## config.mk

```make
export PLATFORM = sky130hd
export DESIGN_NAME = capture_compare_timer_regs
export DESIGN_NICKNAME = d
export VERILOG_FILES = /design/src/logic/capture_compare_timer_pkg.sv /design/src/logic/capture_compare_timer_regs.sv
export SDC_FILE = /design/constraint.sdc
export NUM_CORES = 1
export LEC_CHECK = 0
export BUFFER_PORTS_ARGS = -buffer_cell sky130_fd_sc_hd__buf_4
export CAP_MARGIN = 20
export CORE_ASPECT_RATIO = 2
export CORE_MARGIN = 1.5
export CORE_UTILIZATION = 30
export DETAILED_ROUTE_END_ITERATION = 6
export SLEW_MARGIN = 10
export SYNTH_ARGS = -nofsm -noshare
export SYNTH_HDL_FRONTEND = slang
export SYNTH_SLANG_ARGS = --single-unit
```

## constraint.sdc

```tcl
create_clock -name i_clk_sys -period 5.65 [get_ports i_clk_sys]
set_input_delay 0 -clock i_clk_sys [delete_from_list [all_inputs] [get_ports i_clk_sys]]
set_output_delay 0 -clock i_clk_sys [all_outputs]
set_load 0.02 [all_outputs]
```

## src/logic/capture_compare_timer_pkg.sv

```systemverilog
// Contract
// - capture flags interrupt when capture enable set
// - compare flags interrupt when compare enable set
// - overflow flag interrupts when overflow enable set
// - force bit two drives level two
// - force bit one drives level one
// - compare two match drives level two
// - capture one edge bit picks edge
// - compare one match drives level one
// - pin enables gate pins, not compare logic
// - one pulse mode: capture edge starts pulse
// - pulse width mode: repeating waveform on pin
// - clock field picks divide or external clock
// - missing external pin halts the counter
// - capture two edge bit picks edge
// - external clock edge bit picks edge
// - capture one flag set and two-step clear
// - compare one flag set and two-step clear
// - overflow flag on wrap, counter low clears
// - capture two flag set and two-step clear
// - compare two flag set and two-step clear
// - low three status bits read zero
// - capture one event copies counter value
// - both modes set: pulse width wins
// - pulse width period reloads counter FFFCh
// - high byte write inhibits compare until low
//
// constants, register map and field layouts of the capture/compare timer.
// assumes a 32-bit axi4-lite master and one system clock.
package capture_compare_timer_pkg;

  // ---------------------------------------------------------------
  // register indices, byte address is four times the index
  // ---------------------------------------------------------------
  localparam logic [3:0] IDX_CTRL_ONE    = 4'h0;
  localparam logic [3:0] IDX_CTRL_TWO    = 4'h1;
  localparam logic [3:0] IDX_STATUS      = 4'h2;
  localparam logic [3:0] IDX_CAP_ONE_HI  = 4'h3;
  localparam logic [3:0] IDX_CAP_ONE_LO  = 4'h4;
  localparam logic [3:0] IDX_CMP_ONE_HI  = 4'h5;
  localparam logic [3:0] IDX_CMP_ONE_LO  = 4'h6;
  localparam logic [3:0] IDX_CMP_TWO_HI  = 4'h7;
  localparam logic [3:0] IDX_CMP_TWO_LO  = 4'h8;
  localparam logic [3:0] IDX_CNT_HI      = 4'h9;
  localparam logic [3:0] IDX_CNT_LO      = 4'hA;
  localparam logic [3:0] IDX_ALT_CNT_HI  = 4'hB;
  localparam logic [3:0] IDX_ALT_CNT_LO  = 4'hC;
  localparam logic [3:0] IDX_CAP_TWO_HI  = 4'hD;
  localparam logic [3:0] IDX_CAP_TWO_LO  = 4'hE;
  localparam logic [3:0] IDX_LAST        = 4'hE;

  // ---------------------------------------------------------------
  // reset values and timing
  // ---------------------------------------------------------------
  localparam logic [7:0]  RST_CTRL      = 8'h00;
  localparam logic [7:0]  RST_CMP_HI    = 8'h80;
  localparam logic [7:0]  RST_CMP_LO    = 8'h00;
  localparam logic [15:0] CNT_RELOAD    = 16'hFFFC;
  localparam logic [15:0] CNT_TOP       = 16'hFFFF;
  localparam logic [1:0]  CLK_DIV4      = 2'h0;
  localparam logic [1:0]  CLK_DIV2      = 2'h1;
  localparam logic [1:0]  CLK_DIV8      = 2'h2;
  localparam logic [1:0]  CLK_EXT       = 2'h3;
  localparam logic [1:0]  RESP_OKAY     = 2'h0;
  localparam logic [1:0]  RESP_DECERR   = 2'h3;

  // ---------------------------------------------------------------
  // status bit positions
  // ---------------------------------------------------------------
  localparam int ST_CAP1 = 7;
  localparam int ST_CMP1 = 6;
  localparam int ST_OVF  = 5;
  localparam int ST_CAP2 = 4;
  localparam int ST_CMP2 = 3;

  // control one layout, msb first
  typedef struct packed {
    logic capture_irq_enable;
    logic compare_irq_enable;
    logic overflow_irq_enable;
    logic force_compare_two;
    logic force_compare_one;
    logic level_two;
    logic capture_one_edge;
    logic level_one;
  } ctrl_one_s;

  // control two layout, msb first
  typedef struct packed {
    logic       compare_one_pin_enable;
    logic       compare_two_pin_enable;
    logic       one_pulse_mode;
    logic       pulse_width_mode;
    logic [1:0] clock_select_field;
    logic       capture_two_edge;
    logic       ext_clock_edge;
  } ctrl_two_s;

endpackage : capture_compare_timer_pkg

```

## src/logic/capture_compare_timer_regs.sv

```systemverilog
// capture/compare timer: 16-bit counter, two captures, two compares,
// one-pulse and pulse-width modes, registers over axi4-lite.
// assumes pins and bus are synchronous to i_clk_sys.
`timescale 1ns/1ns
module capture_compare_timer_regs #(
  parameter bit EXT_CLK_PRESENT = 1'b1
) (
  // clock and reset
  input  wire logic        i_clk_sys,
  input  wire logic        i_rst_n,
  // axi4-lite write address and data
  input  wire logic [31:0] i_awaddr,
  input  wire logic        i_awvalid,
  output logic             o_awready,
  input  wire logic [31:0] i_wdata,
  input  wire logic [3:0]  i_wstrb,
  input  wire logic        i_wvalid,
  output logic             o_wready,
  // axi4-lite write response
  output logic [1:0]       o_bresp,
  output logic             o_bvalid,
  input  wire logic        i_bready,
  // axi4-lite read
  input  wire logic [31:0] i_araddr,
  input  wire logic        i_arvalid,
  output logic             o_arready,
  output logic [31:0]      o_rdata,
  output logic [1:0]       o_rresp,
  output logic             o_rvalid,
  input  wire logic        i_rready,
  // timer pins
  input  wire logic        i_capture_pin_one,
  input  wire logic        i_capture_pin_two,
  input  wire logic        i_ext_clock_pin,
  output logic             o_compare_pin_one,
  output logic             o_compare_pin_one_en,
  output logic             o_compare_pin_two,
  output logic             o_compare_pin_two_en,
  // timer interrupt request
  output logic             o_timer_irq
);

  // ---------------------------------------------------------------
  // address decode
  // ---------------------------------------------------------------
  // returns {hit, index}; anything off the aligned map misses
  function automatic logic [4:0] reg_decode(input logic [31:0] addr);
    logic hit;
    hit = (addr[31:6] == 26'h0) && (addr[1:0] == 2'h0)
          && (addr[5:2] <= capture_compare_timer_pkg::IDX_LAST);
    return {hit, addr[5:2]};
  endfunction : reg_decode

  // ---------------------------------------------------------------
  // state
  // ---------------------------------------------------------------
  capture_compare_timer_pkg::ctrl_one_s ctrl_one_r;
  capture_compare_timer_pkg::ctrl_two_s ctrl_two_r;
  logic [4:0]  flags_r;     // cap1 cmp1 ovf cap2 cmp2
  logic [4:0]  armed_r;     // flags seen by a status read
  logic [15:0] cnt_r;
  logic [15:0] cmp_one_r;
  logic [15:0] cmp_two_r;
  logic [15:0] cap_one_r;
  logic [15:0] cap_two_r;
  logic        inhib_one_r;
  logic        inhib_two_r;
  logic [2:0]  presc_r;
  logic        cap_one_q_r;
  logic        cap_two_q_r;
  logic        ext_q_r;
  logic        aw_full_r;
  logic        w_full_r;
  logic [31:0] aw_addr_r;
  logic [31:0] w_data_r;
  logic [3:0]  w_strb_r;

  // ---------------------------------------------------------------
  // bus handshakes
  // ---------------------------------------------------------------
  wire logic        aw_take   = i_awvalid & o_awready;
  wire logic        w_take    = i_wvalid & o_wready;
  wire logic        wr_fire   = aw_full_r & w_full_r & ~o_bvalid;
  wire logic [4:0]  wr_dec    = reg_decode(aw_addr_r);
  wire logic        wr_ok     = wr_fire & wr_dec[4] & w_strb_r[0];
  wire logic [7:0]  wd        = w_data_r[7:0];
  wire logic        rd_fire   = i_arvalid & o_arready;
  wire logic [4:0]  rd_dec    = reg_decode(i_araddr);
  wire logic        rd_ok     = rd_fire & rd_dec[4];
  wire logic        b_done    = o_bvalid & i_bready;
  wire logic        aw_full_nxt = (aw_full_r | aw_take) & ~wr_fire;
  wire logic        w_full_nxt  = (w_full_r | w_take) & ~wr_fire;
  wire logic        bvalid_nxt  = wr_fire | (o_bvalid & ~i_bready);
  wire logic        rvalid_nxt  = rd_fire | (o_rvalid & ~i_rready);

  // per-register write and access strobes (access = read or write)
  wire logic we_ctrl_one  = wr_ok & (wr_dec[3:0] == capture_compare_timer_pkg::IDX_CTRL_ONE);
  wire logic we_ctrl_two  = wr_ok & (wr_dec[3:0] == capture_compare_timer_pkg::IDX_CTRL_TWO);
  wire logic we_cmp1_hi   = wr_ok & (wr_dec[3:0] == capture_compare_timer_pkg::IDX_CMP_ONE_HI);
  wire logic we_cmp1_lo   = wr_ok & (wr_dec[3:0] == capture_compare_timer_pkg::IDX_CMP_ONE_LO);
  wire logic we_cmp2_hi   = wr_ok & (wr_dec[3:0] == capture_compare_timer_pkg::IDX_CMP_TWO_HI);
  wire logic we_cmp2_lo   = wr_ok & (wr_dec[3:0] == capture_compare_timer_pkg::IDX_CMP_TWO_LO);
  wire logic we_cnt_lo    = wr_ok & (wr_dec[3:0] == capture_compare_timer_pkg::IDX_CNT_LO);
  wire logic we_alt_lo    = wr_ok & (wr_dec[3:0] == capture_compare_timer_pkg::IDX_ALT_CNT_LO);
  wire logic rd_status    = rd_ok & (rd_dec[3:0] == capture_compare_timer_pkg::IDX_STATUS);
  wire logic acc_cap1_lo  = (rd_ok & (rd_dec[3:0] == capture_compare_timer_pkg::IDX_CAP_ONE_LO))
                          | (wr_ok & (wr_dec[3:0] == capture_compare_timer_pkg::IDX_CAP_ONE_LO));
  wire logic acc_cap2_lo  = (rd_ok & (rd_dec[3:0] == capture_compare_timer_pkg::IDX_CAP_TWO_LO))
                          | (wr_ok & (wr_dec[3:0] == capture_compare_timer_pkg::IDX_CAP_TWO_LO));
  wire logic acc_cmp1_lo  = (rd_ok & (rd_dec[3:0] == capture_compare_timer_pkg::IDX_CMP_ONE_LO))
                          | we_cmp1_lo;
  wire logic acc_cmp2_lo  = (rd_ok & (rd_dec[3:0] == capture_compare_timer_pkg::IDX_CMP_TWO_LO))
                          | we_cmp2_lo;
  // alternate counter low is left out on purpose: it never clears overflow
  wire logic acc_cnt_lo   = (rd_ok & (rd_dec[3:0] == capture_compare_timer_pkg::IDX_CNT_LO))
                          | we_cnt_lo;

  // ---------------------------------------------------------------
  // timer clock selection and edge detection
  // ---------------------------------------------------------------
  wire logic ext_edge  = ctrl_two_r.ext_clock_edge ? (i_ext_clock_pin & ~ext_q_r)
                                                   : (~i_ext_clock_pin & ext_q_r);
  wire logic cap1_edge = ctrl_one_r.capture_one_edge ? (i_capture_pin_one & ~cap_one_q_r)
                                                     : (~i_capture_pin_one & cap_one_q_r);
  wire logic cap2_edge = ctrl_two_r.capture_two_edge ? (i_capture_pin_two & ~cap_two_q_r)
                                                     : (~i_capture_pin_two & cap_two_q_r);
  wire logic [1:0] csel = ctrl_two_r.clock_select_field;
  // external setting with no pin gives no tick, so the count freezes
  wire logic tick =
      (csel == capture_compare_timer_pkg::CLK_DIV4) ? (presc_r[1:0] == 2'h3) :
      (csel == capture_compare_timer_pkg::CLK_DIV2) ? presc_r[0] :
      (csel == capture_compare_timer_pkg::CLK_DIV8) ? (presc_r == 3'h7) :
      (EXT_CLK_PRESENT & ext_edge);

  // ---------------------------------------------------------------
  // modes, matches and flag events
  // ---------------------------------------------------------------
  wire logic pwm_act   = ctrl_two_r.pulse_width_mode;
  wire logic os_act    = ctrl_two_r.one_pulse_mode & ~ctrl_two_r.pulse_width_mode;
  wire logic os_trig   = os_act & cap1_edge;
  // compare keeps running whatever the pin enables say
  wire logic match_one = tick & ~inhib_one_r & (cnt_r == cmp_one_r);
  wire logic match_two = tick & ~inhib_two_r & (cnt_r == cmp_two_r);
  wire logic cnt_reset = we_cnt_lo | we_alt_lo;
  wire logic wrap      = tick & (cnt_r == capture_compare_timer_pkg::CNT_TOP)
                         & ~(pwm_act & match_two);
  wire logic cap1_load = cap1_edge & ~pwm_act & ~os_act;
  wire logic [4:0] flag_set = {
      cap1_edge & ~pwm_act | pwm_act & match_two,
      match_one & ~pwm_act & ~os_act,
      wrap,
      cap2_edge,
      match_two & ~pwm_act
  };
  wire logic [4:0] flag_acc = {acc_cap1_lo, acc_cmp1_lo, acc_cnt_lo, acc_cap2_lo, acc_cmp2_lo};
  // a set in the clearing cycle survives the clear
  wire logic [4:0] flags_nxt = flag_set | (flags_r & ~(armed_r & flag_acc));
  wire logic [4:0] armed_nxt = rd_status ? flags_r : (armed_r & ~flag_acc);

  wire logic [15:0] cnt_nxt =
      cnt_reset                   ? capture_compare_timer_pkg::CNT_RELOAD :
      os_trig                     ? capture_compare_timer_pkg::CNT_RELOAD :
      (pwm_act & match_two)       ? capture_compare_timer_pkg::CNT_RELOAD :
      tick                        ? cnt_r + 16'h0001 : cnt_r;

  // ---------------------------------------------------------------
  // compare pins
  // ---------------------------------------------------------------
  wire logic force_one = we_ctrl_one & wd[3] & ctrl_two_r.compare_one_pin_enable;
  wire logic force_two = we_ctrl_one & wd[4] & ctrl_two_r.compare_two_pin_enable;
  wire logic pin_one_nxt =
      force_one ? wd[0] :
      ~ctrl_two_r.compare_one_pin_enable ? o_compare_pin_one :
      (pwm_act & match_two) ? ctrl_one_r.level_two :
      os_trig ? ctrl_one_r.level_two :
      match_one ? ctrl_one_r.level_one : o_compare_pin_one;
  wire logic pin_two_nxt =
      force_two ? wd[2] :
      (ctrl_two_r.compare_two_pin_enable & match_two & ~pwm_act & ~os_act)
        ? ctrl_one_r.level_two : o_compare_pin_two;
  wire logic irq_nxt =
      (ctrl_one_r.capture_irq_enable  & (flags_r[4] | flags_r[1])) |
      (ctrl_one_r.compare_irq_enable  & (flags_r[3] | flags_r[0])) |
      (ctrl_one_r.overflow_irq_enable & flags_r[2]);

  // ---------------------------------------------------------------
  // read bank
  // ---------------------------------------------------------------
  logic [7:0] rd_bank [0:15];
  assign rd_bank[0]  = ctrl_one_r;
  assign rd_bank[1]  = ctrl_two_r;
  assign rd_bank[2]  = {flags_r, 3'h0};
  assign rd_bank[3]  = cap_one_r[15:8];
  assign rd_bank[4]  = cap_one_r[7:0];
  assign rd_bank[5]  = cmp_one_r[15:8];
  assign rd_bank[6]  = cmp_one_r[7:0];
  assign rd_bank[7]  = cmp_two_r[15:8];
  assign rd_bank[8]  = cmp_two_r[7:0];
  assign rd_bank[9]  = cnt_r[15:8];
  assign rd_bank[10] = cnt_r[7:0];
  assign rd_bank[11] = cnt_r[15:8];
  assign rd_bank[12] = cnt_r[7:0];
  assign rd_bank[13] = cap_two_r[15:8];
  assign rd_bank[14] = cap_two_r[7:0];
  assign rd_bank[15] = 8'h00;

  // ---------------------------------------------------------------
  // bus registers
  // ---------------------------------------------------------------
  // ready outputs are registered, so a taken beat drops ready next cycle
  always_ff @(posedge i_clk_sys) begin
    if (!i_rst_n) begin
      aw_full_r <= 1'b0;
      w_full_r  <= 1'b0;
      o_awready <= 1'b0;
      o_wready  <= 1'b0;
      o_bvalid  <= 1'b0;
      o_bresp   <= capture_compare_timer_pkg::RESP_OKAY;
      o_arready <= 1'b0;
      o_rvalid  <= 1'b0;
      o_rresp   <= capture_compare_timer_pkg::RESP_OKAY;
      o_rdata   <= 32'h00000000;
    end else begin
      aw_full_r <= aw_full_nxt;
      w_full_r  <= w_full_nxt;
      o_awready <= ~aw_full_nxt & ~bvalid_nxt;
      o_wready  <= ~w_full_nxt & ~bvalid_nxt;
      o_bvalid  <= bvalid_nxt;
      o_arready <= ~rvalid_nxt;
      o_rvalid  <= rvalid_nxt;
      if (wr_fire) begin
        o_bresp <= wr_dec[4] ? capture_compare_timer_pkg::RESP_OKAY
                             : capture_compare_timer_pkg::RESP_DECERR;
      end
      if (rd_fire) begin
        o_rresp <= rd_dec[4] ? capture_compare_timer_pkg::RESP_OKAY
                             : capture_compare_timer_pkg::RESP_DECERR;
        o_rdata <= rd_dec[4] ? {24'h000000, rd_bank[rd_dec[3:0]]} : 32'h00000000;
      end
    end
  end

  // captured beats hold address and data until the write fires
  always_ff @(posedge i_clk_sys) begin
    if (aw_take) aw_addr_r <= i_awaddr;
    if (w_take) begin
      w_data_r <= i_wdata;
      w_strb_r <= i_wstrb;
    end
  end

  // ---------------------------------------------------------------
  // control, compare and counter registers
  // ---------------------------------------------------------------
  always_ff @(posedge i_clk_sys) begin
    if (!i_rst_n) begin
      ctrl_one_r  <= capture_compare_timer_pkg::RST_CTRL;
      ctrl_two_r  <= capture_compare_timer_pkg::RST_CTRL;
      cmp_one_r   <= {capture_compare_timer_pkg::RST_CMP_HI, capture_compare_timer_pkg::RST_CMP_LO};
      cmp_two_r   <= {capture_compare_timer_pkg::RST_CMP_HI, capture_compare_timer_pkg::RST_CMP_LO};
      inhib_one_r <= 1'b0;
      inhib_two_r <= 1'b0;
      cnt_r       <= capture_compare_timer_pkg::CNT_RELOAD;
      presc_r     <= 3'h0;
    end else begin
      if (we_ctrl_one) ctrl_one_r <= wd;
      if (we_ctrl_two) ctrl_two_r <= wd;
      if (we_cmp1_hi) cmp_one_r[15:8] <= wd;
      if (we_cmp1_lo) cmp_one_r[7:0]  <= wd;
      if (we_cmp2_hi) cmp_two_r[15:8] <= wd;
      if (we_cmp2_lo) cmp_two_r[7:0]  <= wd;
      inhib_one_r <= we_cmp1_hi | (inhib_one_r & ~we_cmp1_lo);
      inhib_two_r <= we_cmp2_hi | (inhib_two_r & ~we_cmp2_lo);
      cnt_r       <= cnt_nxt;
      presc_r     <= presc_r + 3'h1;
    end
  end

  // ---------------------------------------------------------------
  // flags, pins, interrupt and edge history
  // ---------------------------------------------------------------
  always_ff @(posedge i_clk_sys) begin
    if (!i_rst_n) begin
      flags_r              <= 5'h00;
      armed_r              <= 5'h00;
      o_compare_pin_one    <= 1'b0;
      o_compare_pin_two    <= 1'b0;
      o_compare_pin_one_en <= 1'b0;
      o_compare_pin_two_en <= 1'b0;
      o_timer_irq          <= 1'b0;
      cap_one_q_r          <= 1'b0;
      cap_two_q_r          <= 1'b0;
      ext_q_r              <= 1'b0;
    end else begin
      flags_r              <= flags_nxt;
      armed_r              <= armed_nxt;
      o_compare_pin_one    <= pin_one_nxt;
      o_compare_pin_two    <= pin_two_nxt;
      o_compare_pin_one_en <= ctrl_two_r.compare_one_pin_enable;
      o_compare_pin_two_en <= ctrl_two_r.compare_two_pin_enable;
      o_timer_irq          <= irq_nxt;
      cap_one_q_r          <= i_capture_pin_one;
      cap_two_q_r          <= i_capture_pin_two;
      ext_q_r              <= i_ext_clock_pin;
    end
  end

  // capture values are undefined after reset, so they carry no reset
  always_ff @(posedge i_clk_sys) begin
    if (cap1_load) cap_one_r <= cnt_r;
    if (cap2_edge) cap_two_r <= cnt_r;
  end

endmodule : capture_compare_timer_regs

```

## Word level (Yosys, flattened, before mapping)

Index checks and enable logic that the tools add are counted.
W data, S select, Z words.

| word-level totals | value |
|---|---|
| bits in registers | 203 |
| logic and storage cells | 218 |
| output and inout port bits | 46 |

| cells by class | value |
|---|---|
| multiplexer cells | 20 |
| reductions and logical operators | 15 |
| equality and inequality tests | 22 |
| bitwise gates (word level) | 108 |
| $add $sub $neg | 2 |
| magnitude comparators | 3 |

Operator list:

| operator | number |
|---|---|
| $and A1 B1 Y1 | 62 |
| $logic_not A26 Y1 | 2 |
| $bmux W8 S4 | 1 |
| $eq A16 B16 Y1 | 2 |
| $eq A4 B4 Y1 const B | 7 |
| $eq A4 B3 Y1 const B | 6 |
| $mux W8 | 3 |
| $not A1 Y1 | 22 |
| $or A1 B1 Y1 | 17 |
| $add A16 B1 Y16 const B | 1 |
| $eq A16 B16 Y1 const B | 1 |
| $and A5 B5 Y5 | 3 |
| $mux W1 | 13 |
| $not A5 Y5 | 2 |
| $le A4 B4 Y1 const B | 2 |
| $logic_not A2 Y1 | 3 |
| $ge A5 B5 Y1 const B | 1 |
| $mux W5 | 1 |
| $not A4 Y5 | 1 |
| $or A5 B5 Y5 | 1 |
| $eq A2 B2 Y1 const B | 2 |
| $eq A4 B1 Y1 const B | 1 |
| $eq A4 B2 Y1 const B | 1 |
| $logic_and A1 B1 Y1 | 4 |
| 9 further kinds | 11 |

## Depth between registers and ports, before layout

| depth | value |
|---|---|
| depth in word-level cells | 13 |
| mapped depth | 9 |
| mapped depth without buffers | 7 |

## Worst setup path after synthesis

Ideal clock, no wire load.

| path | value |
|---|---|
| path type | register to register |
| from | register presc_r[0] |
| to | register o_compare_pin_one |
| path buffers | 1 |
| arrival | 2.146 ns |
| setup slack | 3.384 ns |
| cell stages (with the launch flop) | 9 |
| clock period less this slack | 2.266 ns |
| library setup time | 0.121 ns |
| required time | 5.529 ns |
| cells stage by stage | dfxtp_1 ha_1 ha_1 mux4_2 and4_1 clkbuf_1 or4b_1 a21oi_1 o31ai_1 |

| between the ends | value |
|---|---|
| cells in the longest elaborated chain, start to end | 10 |

RTL lines:

| item | line | source |
|---|---|---|
| start, declared | capture_compare_timer_regs.sv:68 | `logic [2:0] presc_r;` |
| start signal, assigned | capture_compare_timer_regs.sv:275 | `presc_r <= presc_r + 3'h1;` |
| $eq A3 B3 Y1 | capture_compare_timer_regs.sv:132 | `(csel == capture_compare_timer_pkg::CLK_DIV8) ? (presc_r == 3'h7) :` |
| $mux W1 | capture_compare_timer_regs.sv:132 |  |
| $mux W1 | capture_compare_timer_regs.sv:131 | `(csel == capture_compare_timer_pkg::CLK_DIV2) ? presc_r[0] :` |
| $mux W1 (*) | capture_compare_timer_regs.sv:130 | `(csel == capture_compare_timer_pkg::CLK_DIV4) ? (presc_r[1:0] == 2'h3) :` |
| $and A1 B1 Y1 (2 in series) | capture_compare_timer_regs.sv:143 | `wire logic match_two = tick & ~inhib_two_r & (cnt_r == cmp_two_r);` |
| $and A1 B1 Y1 | capture_compare_timer_regs.sv:174 | `(pwm_act & match_two) ? ctrl_one_r.level_two :` |
| $mux W1 | capture_compare_timer_regs.sv:174 |  |
| $mux W1 | capture_compare_timer_regs.sv:173 | `~ctrl_two_r.compare_one_pin_enable ? o_compare_pin_one :` |
| $mux W1 | capture_compare_timer_regs.sv:172 | `force_one ? wd[0] :` |
| end signal, assigned | capture_compare_timer_regs.sv:297 | `o_compare_pin_one <= pin_one_nxt;` |
| end, declared | capture_compare_timer_regs.sv:35 | `output logic o_compare_pin_one,` |

Every way passes the cells marked *; elsewhere a longest branch is shown, timed or not. The select of a mux whose other input is x is not followed.
A chain may end at the register's enable or synchronous reset.

## Worst setup path in the final report

| path | value |
|---|---|
| from | register cnt_r[8] |
| to | register o_compare_pin_one |

| between the ends | value |
|---|---|
| cells in the longest elaborated chain, start to end | 6 |

RTL lines:

| item | line | source |
|---|---|---|
| start, declared | capture_compare_timer_regs.sv:61 | `logic [15:0] cnt_r;` |
| start signal, assigned | capture_compare_timer_regs.sv:263 | `cnt_r <= capture_compare_timer_pkg::CNT_RELOAD;` |
| start signal, assigned | capture_compare_timer_regs.sv:274 | `cnt_r <= cnt_nxt;` |
| $eq A16 B16 Y1 | capture_compare_timer_regs.sv:143 |  |
| $and A1 B1 Y1 | capture_compare_timer_regs.sv:143 |  |
| $and A1 B1 Y1 | capture_compare_timer_regs.sv:174 |  |
| $mux W1 | capture_compare_timer_regs.sv:174 |  |
| $mux W1 | capture_compare_timer_regs.sv:173 |  |
| $mux W1 | capture_compare_timer_regs.sv:172 |  |

Several ways; a longest one is shown, not always the timed one. The select of a mux whose other input is x is not followed.

==> key figures <==
Run status
  – Status: complete, no violations

Yosys
  – Post-synth top cells: 104 x dfxtp_1, 83 x nand2_1, 73 x edfxtp_1
  – Gate Count Post-Synth: a little over 700
  – Sequential share of the synthesized area: 0.537
  – EDFF count, synth: 73
  – Synth Cell Area: 7960 um2
  – Synth Register Bits: 177
  – Top-count cell post-synth: dfxtp_1
  – Ys flop type: dfxtp_1
  – Yosys top cell area share: 0.275
  – Asr flop ratio synth: 0
  – Cell taking the most area after synthesis: edfxtp_1
  – Synth area leaders: edfxtp_1 28%, dfxtp_1 26%, mux2i_1 7.4%
  – Synth cell types: 60
  – Ys Warns: 0
  – Post-Syn Area per Cell: 11.1 um2

Cells and area
  – Sequential cell area: 4270 um2
  – Nets: 964
  – Share of layout cells above drive strength 1: 0.201
  – Fill count: 2564
  – Final Instance Count excl. Fillers: 1208
  – P&R area growth vs syn: 26.0%
  – Area of the multi-input gates: 3380 um2
  – Ant. Diodes: 0

Floorplanning
  – Die Span Y: 233 um
  – Die area: 27600 um2
  – Initial core utilization: 0.304
  – Ports: 156
  – Core Footprint: 26200 um2
  – Site Rows: 84
  – Chip Width: between 100 and 150 um

GRT
  – Vias in the first global route: a little under 6000
  – Largest net degree at the start of global routing: 69
  – Antenna violations before repair: 0
  – GRT Total Usage: 0.160
  – Overflow after GRT: 0
  – First-pass GRT wire length: around 33000 um

Clock tree
  – Worst-path clk slew: 0.07 ns
  – CTS tree: yes
  – Post-CTS Setup Inserts: 0
  – CTS Root Cell: clkbuf_16
  – Hold-fix buffers, CTS: 52
  – CTS Buf Count: 17
  – PostCTS Resize Cnt: 0
  – Clk buf depth: 2
  – # clock sinks: 177
  – Clock Latency Late Sink: 0.44 ns
  – H-tree Lvls: 4

Setup path
  – RR Endpoint: o_compare_pin_one$_SDFFE_PN0P_
  – Critical Path RT: 6.01 ns
  – CP startpoint kind: flip-flop
  – Critical path cell sequence: xnor2_1, nand4_1, nor4_1, and4_1, or4b_1, a21oi_1, o31ai_1
  – Critical path arrival: 3.30 ns
  – WS Path Type: reg -> reg
  – Slowest stage delay, CP: ~0.8 ns
  – Crit end category: flip-flop
  – Reg2reg setup slack: 2.70 ns
  – Worst-path fanout max: 8
  – FF-to-FF path depth: 7
  – RR Startpoint: cnt_r[8]$_SDFFE_PP1N_
  – CP max-delay cell: nor4_1

STA
  – Slew HR: 0.319
  – Post-route minimum period: between 2 and 3 ns
  – Endpoints failing setup: 0
  – Fmax: 340 MHz
  – Crit share post-route: 0.521
  – Worst Tran Pin Value: ~1.0 ns
  – Final hold violations: 0
  – RSZ-0062 raised after global routing: no
  – Slew Limit Fails: 0
  – Worst Skew: 0.0129 ns
  – Setup TNS: 0 ns

Min path
  – WHS Path Cells: 3
  – HP Start: i_araddr[4]
  – WHS Endpoint: armed_r[2]$_SDFF_PN0_
  – Hold WC Path Type: in -> reg

Detailed routing
  – First DRT Iteration DRCs: 251
  – First-pass DRT Iterations: 4
  – Final antenna-violating net count: 0
  – Total wire length: between 20000 and 25000 um
  – DR vias: 5819
  – Detailed-route DRC error count: 0
  – Vias/cell: 4.82
  – Post-DR wirelength/cell: 17.8 um

Job
  – Max Cap Viol: 0

Placed design
  – Detailed Place HPWL: 15400 um
  – Port buffer count: 104
  – Gpl congestion: 0.859
  – Cells after DPL: roughly 1100

Power and ir drop
  – VDD IR max: around 0.23 mV
  – Static Leak: 3.87 nW
  – PwrDens: 275 nW/um2
-- report_power, final --
group	leakage [nW]	internal [W]	switching [W]	total, W
Clock	0.286	0.000635	0.000539	0.00117
Sequential	1.42	0.00135	0.0000205	0.00137
Combinational	2.16	0.000102	0.000103	0.000205
Total	3.87	0.00209	0.000662	0.00275
-- cell usage in the layout, fill, tap and decap left out, types with 3 or more instances in the layout --
master | netlist | final
a21oi_1 | 23 | 23
edfxtp_1 | 73 | 73
a31oi_1 | 4 | 4
nor2_1 | 62 | 62
nand3_1 | 18 | 18
nor3_1 | 7 | 5
a22oi_1 | 8 | 8
xor2_1 | 10 | 10
dfxtp_1 | 104 | 104
clkbuf_16 | 0 | 17
or3_1 | 4 | 4
buf_4 | 26 | 108
and4_1 | 3 | 3
nand4_1 | 12 | 12
mux2i_1 | 59 | 59
dlygate4sd3_1 | 0 | 52
and3_1 | 8 | 8
o21ai_0 | 26 | 26
nand3b_1 | 4 | 4
nand2_1 | 83 | 83
nor4_1 | 18 | 17
mux4_2 | 22 | 22
inv_8 | 0 | 5
xnor2_1 | 37 | 37
nand2b_1 | 6 | 6
ha_1 | 3 | 3
or4_1 | 3 | 3
inv_1 | 6 | 6
conb_1 | 1 | 24
and2_1 | 11 | 11
-- cell type report --
type | count | area share
Clock buffer | 18 | 0.0438
Clock inverter | 14 | 0.0146
Multi-Input combinational cell | 488 | 0.337
Timing Repair Buffer | 160 | 0.133
Sequential cell | 177 | 0.426
Tap cell | 344 | 0.0429
Inverter | 7 | 0.00262
-- per-layer routing --
layer | vias up | global-route usage | part of all wire
met2 | 179 | 0.305 | 0.55
met5 | - | 0 | 0
met1 | 2809 | 0.152 | 0.35
met3 | 44 | 0.0303 | 0.037
met4 | 0 | 0.107 | 0.058
li1 | 2787 | - | -
-- flip-flops by register name, summed over array words and instances (netlist names), 2 cells and up --
register and cells:
flags_r 5, armed_r 5, csel 2, cap_one_r 16
w_data_r 8, cap_two_r 16, presc_r 3, ctrl_one_r 8
cnt_r 16, cmp_one_r 16, ctrl_two_r 5, cmp_two_r 16
aw_addr_r 32, o_rdata 8
-- worst max-delay path by stage --
stage,startpoint,end,slack (ns),cells past startpoint
floorplan,presc_r[0]$_SDFF_PN0_,o_compare_pin_one$_SDFFE_PN0P_,3.38,8
global placement,cnt_r[8]$_SDFFE_PP1N_,o_compare_pin_one$_SDFFE_PN0P_,2.82,7
detailed placement,cnt_r[8]$_SDFFE_PP1N_,o_compare_pin_one$_SDFFE_PN0P_,2.77,7
CTS,cnt_r[8]$_SDFFE_PP1N_,o_compare_pin_one$_SDFFE_PN0P_,2.75,7
global route,presc_r[0]$_SDFF_PN0_,cnt_r[11]$_SDFFE_PP1N_,2.63,6
finish,cnt_r[8]$_SDFFE_PP1N_,o_compare_pin_one$_SDFFE_PN0P_,2.70,7
-- worst max-delay path, delay by kind of cell, from the launching register on --
family | cells | cell delay, ns
AOI/OAI and AO/OA | 2 | 0.30
xor gates and xnor gates | 1 | 0.25
DFF | 1 | 0.61
and+or+nand+nor | 4 | 1.70
-- metrics by stage --
step                hold WS [ns]  worst slack [ns]  total power (W)  area, um2  utilization
floorplan                 0.0989              3.38          0.00151       8050            -
global placement           0.179              2.82          0.00158       8920        0.341
detailed placement         0.179              2.77          0.00158       8920        0.341
CTS                       0.0301              2.75          0.00278      10000        0.383
global route              0.0721              2.63          0.00285      10000        0.383
finish                    0.0619              2.70          0.00275      10000        0.383
-- logic make-up after synthesis --
group,share of synthesized area
simple gates,0.161
fa+ha+maj,0.00472
xor+xnor,0.0517
other cells,0.000471
flops,0.537
buf+inv,0.0509
compound gates,0.0579
mux,0.136
No activity file was read; power rests on OpenSTA's default activity.
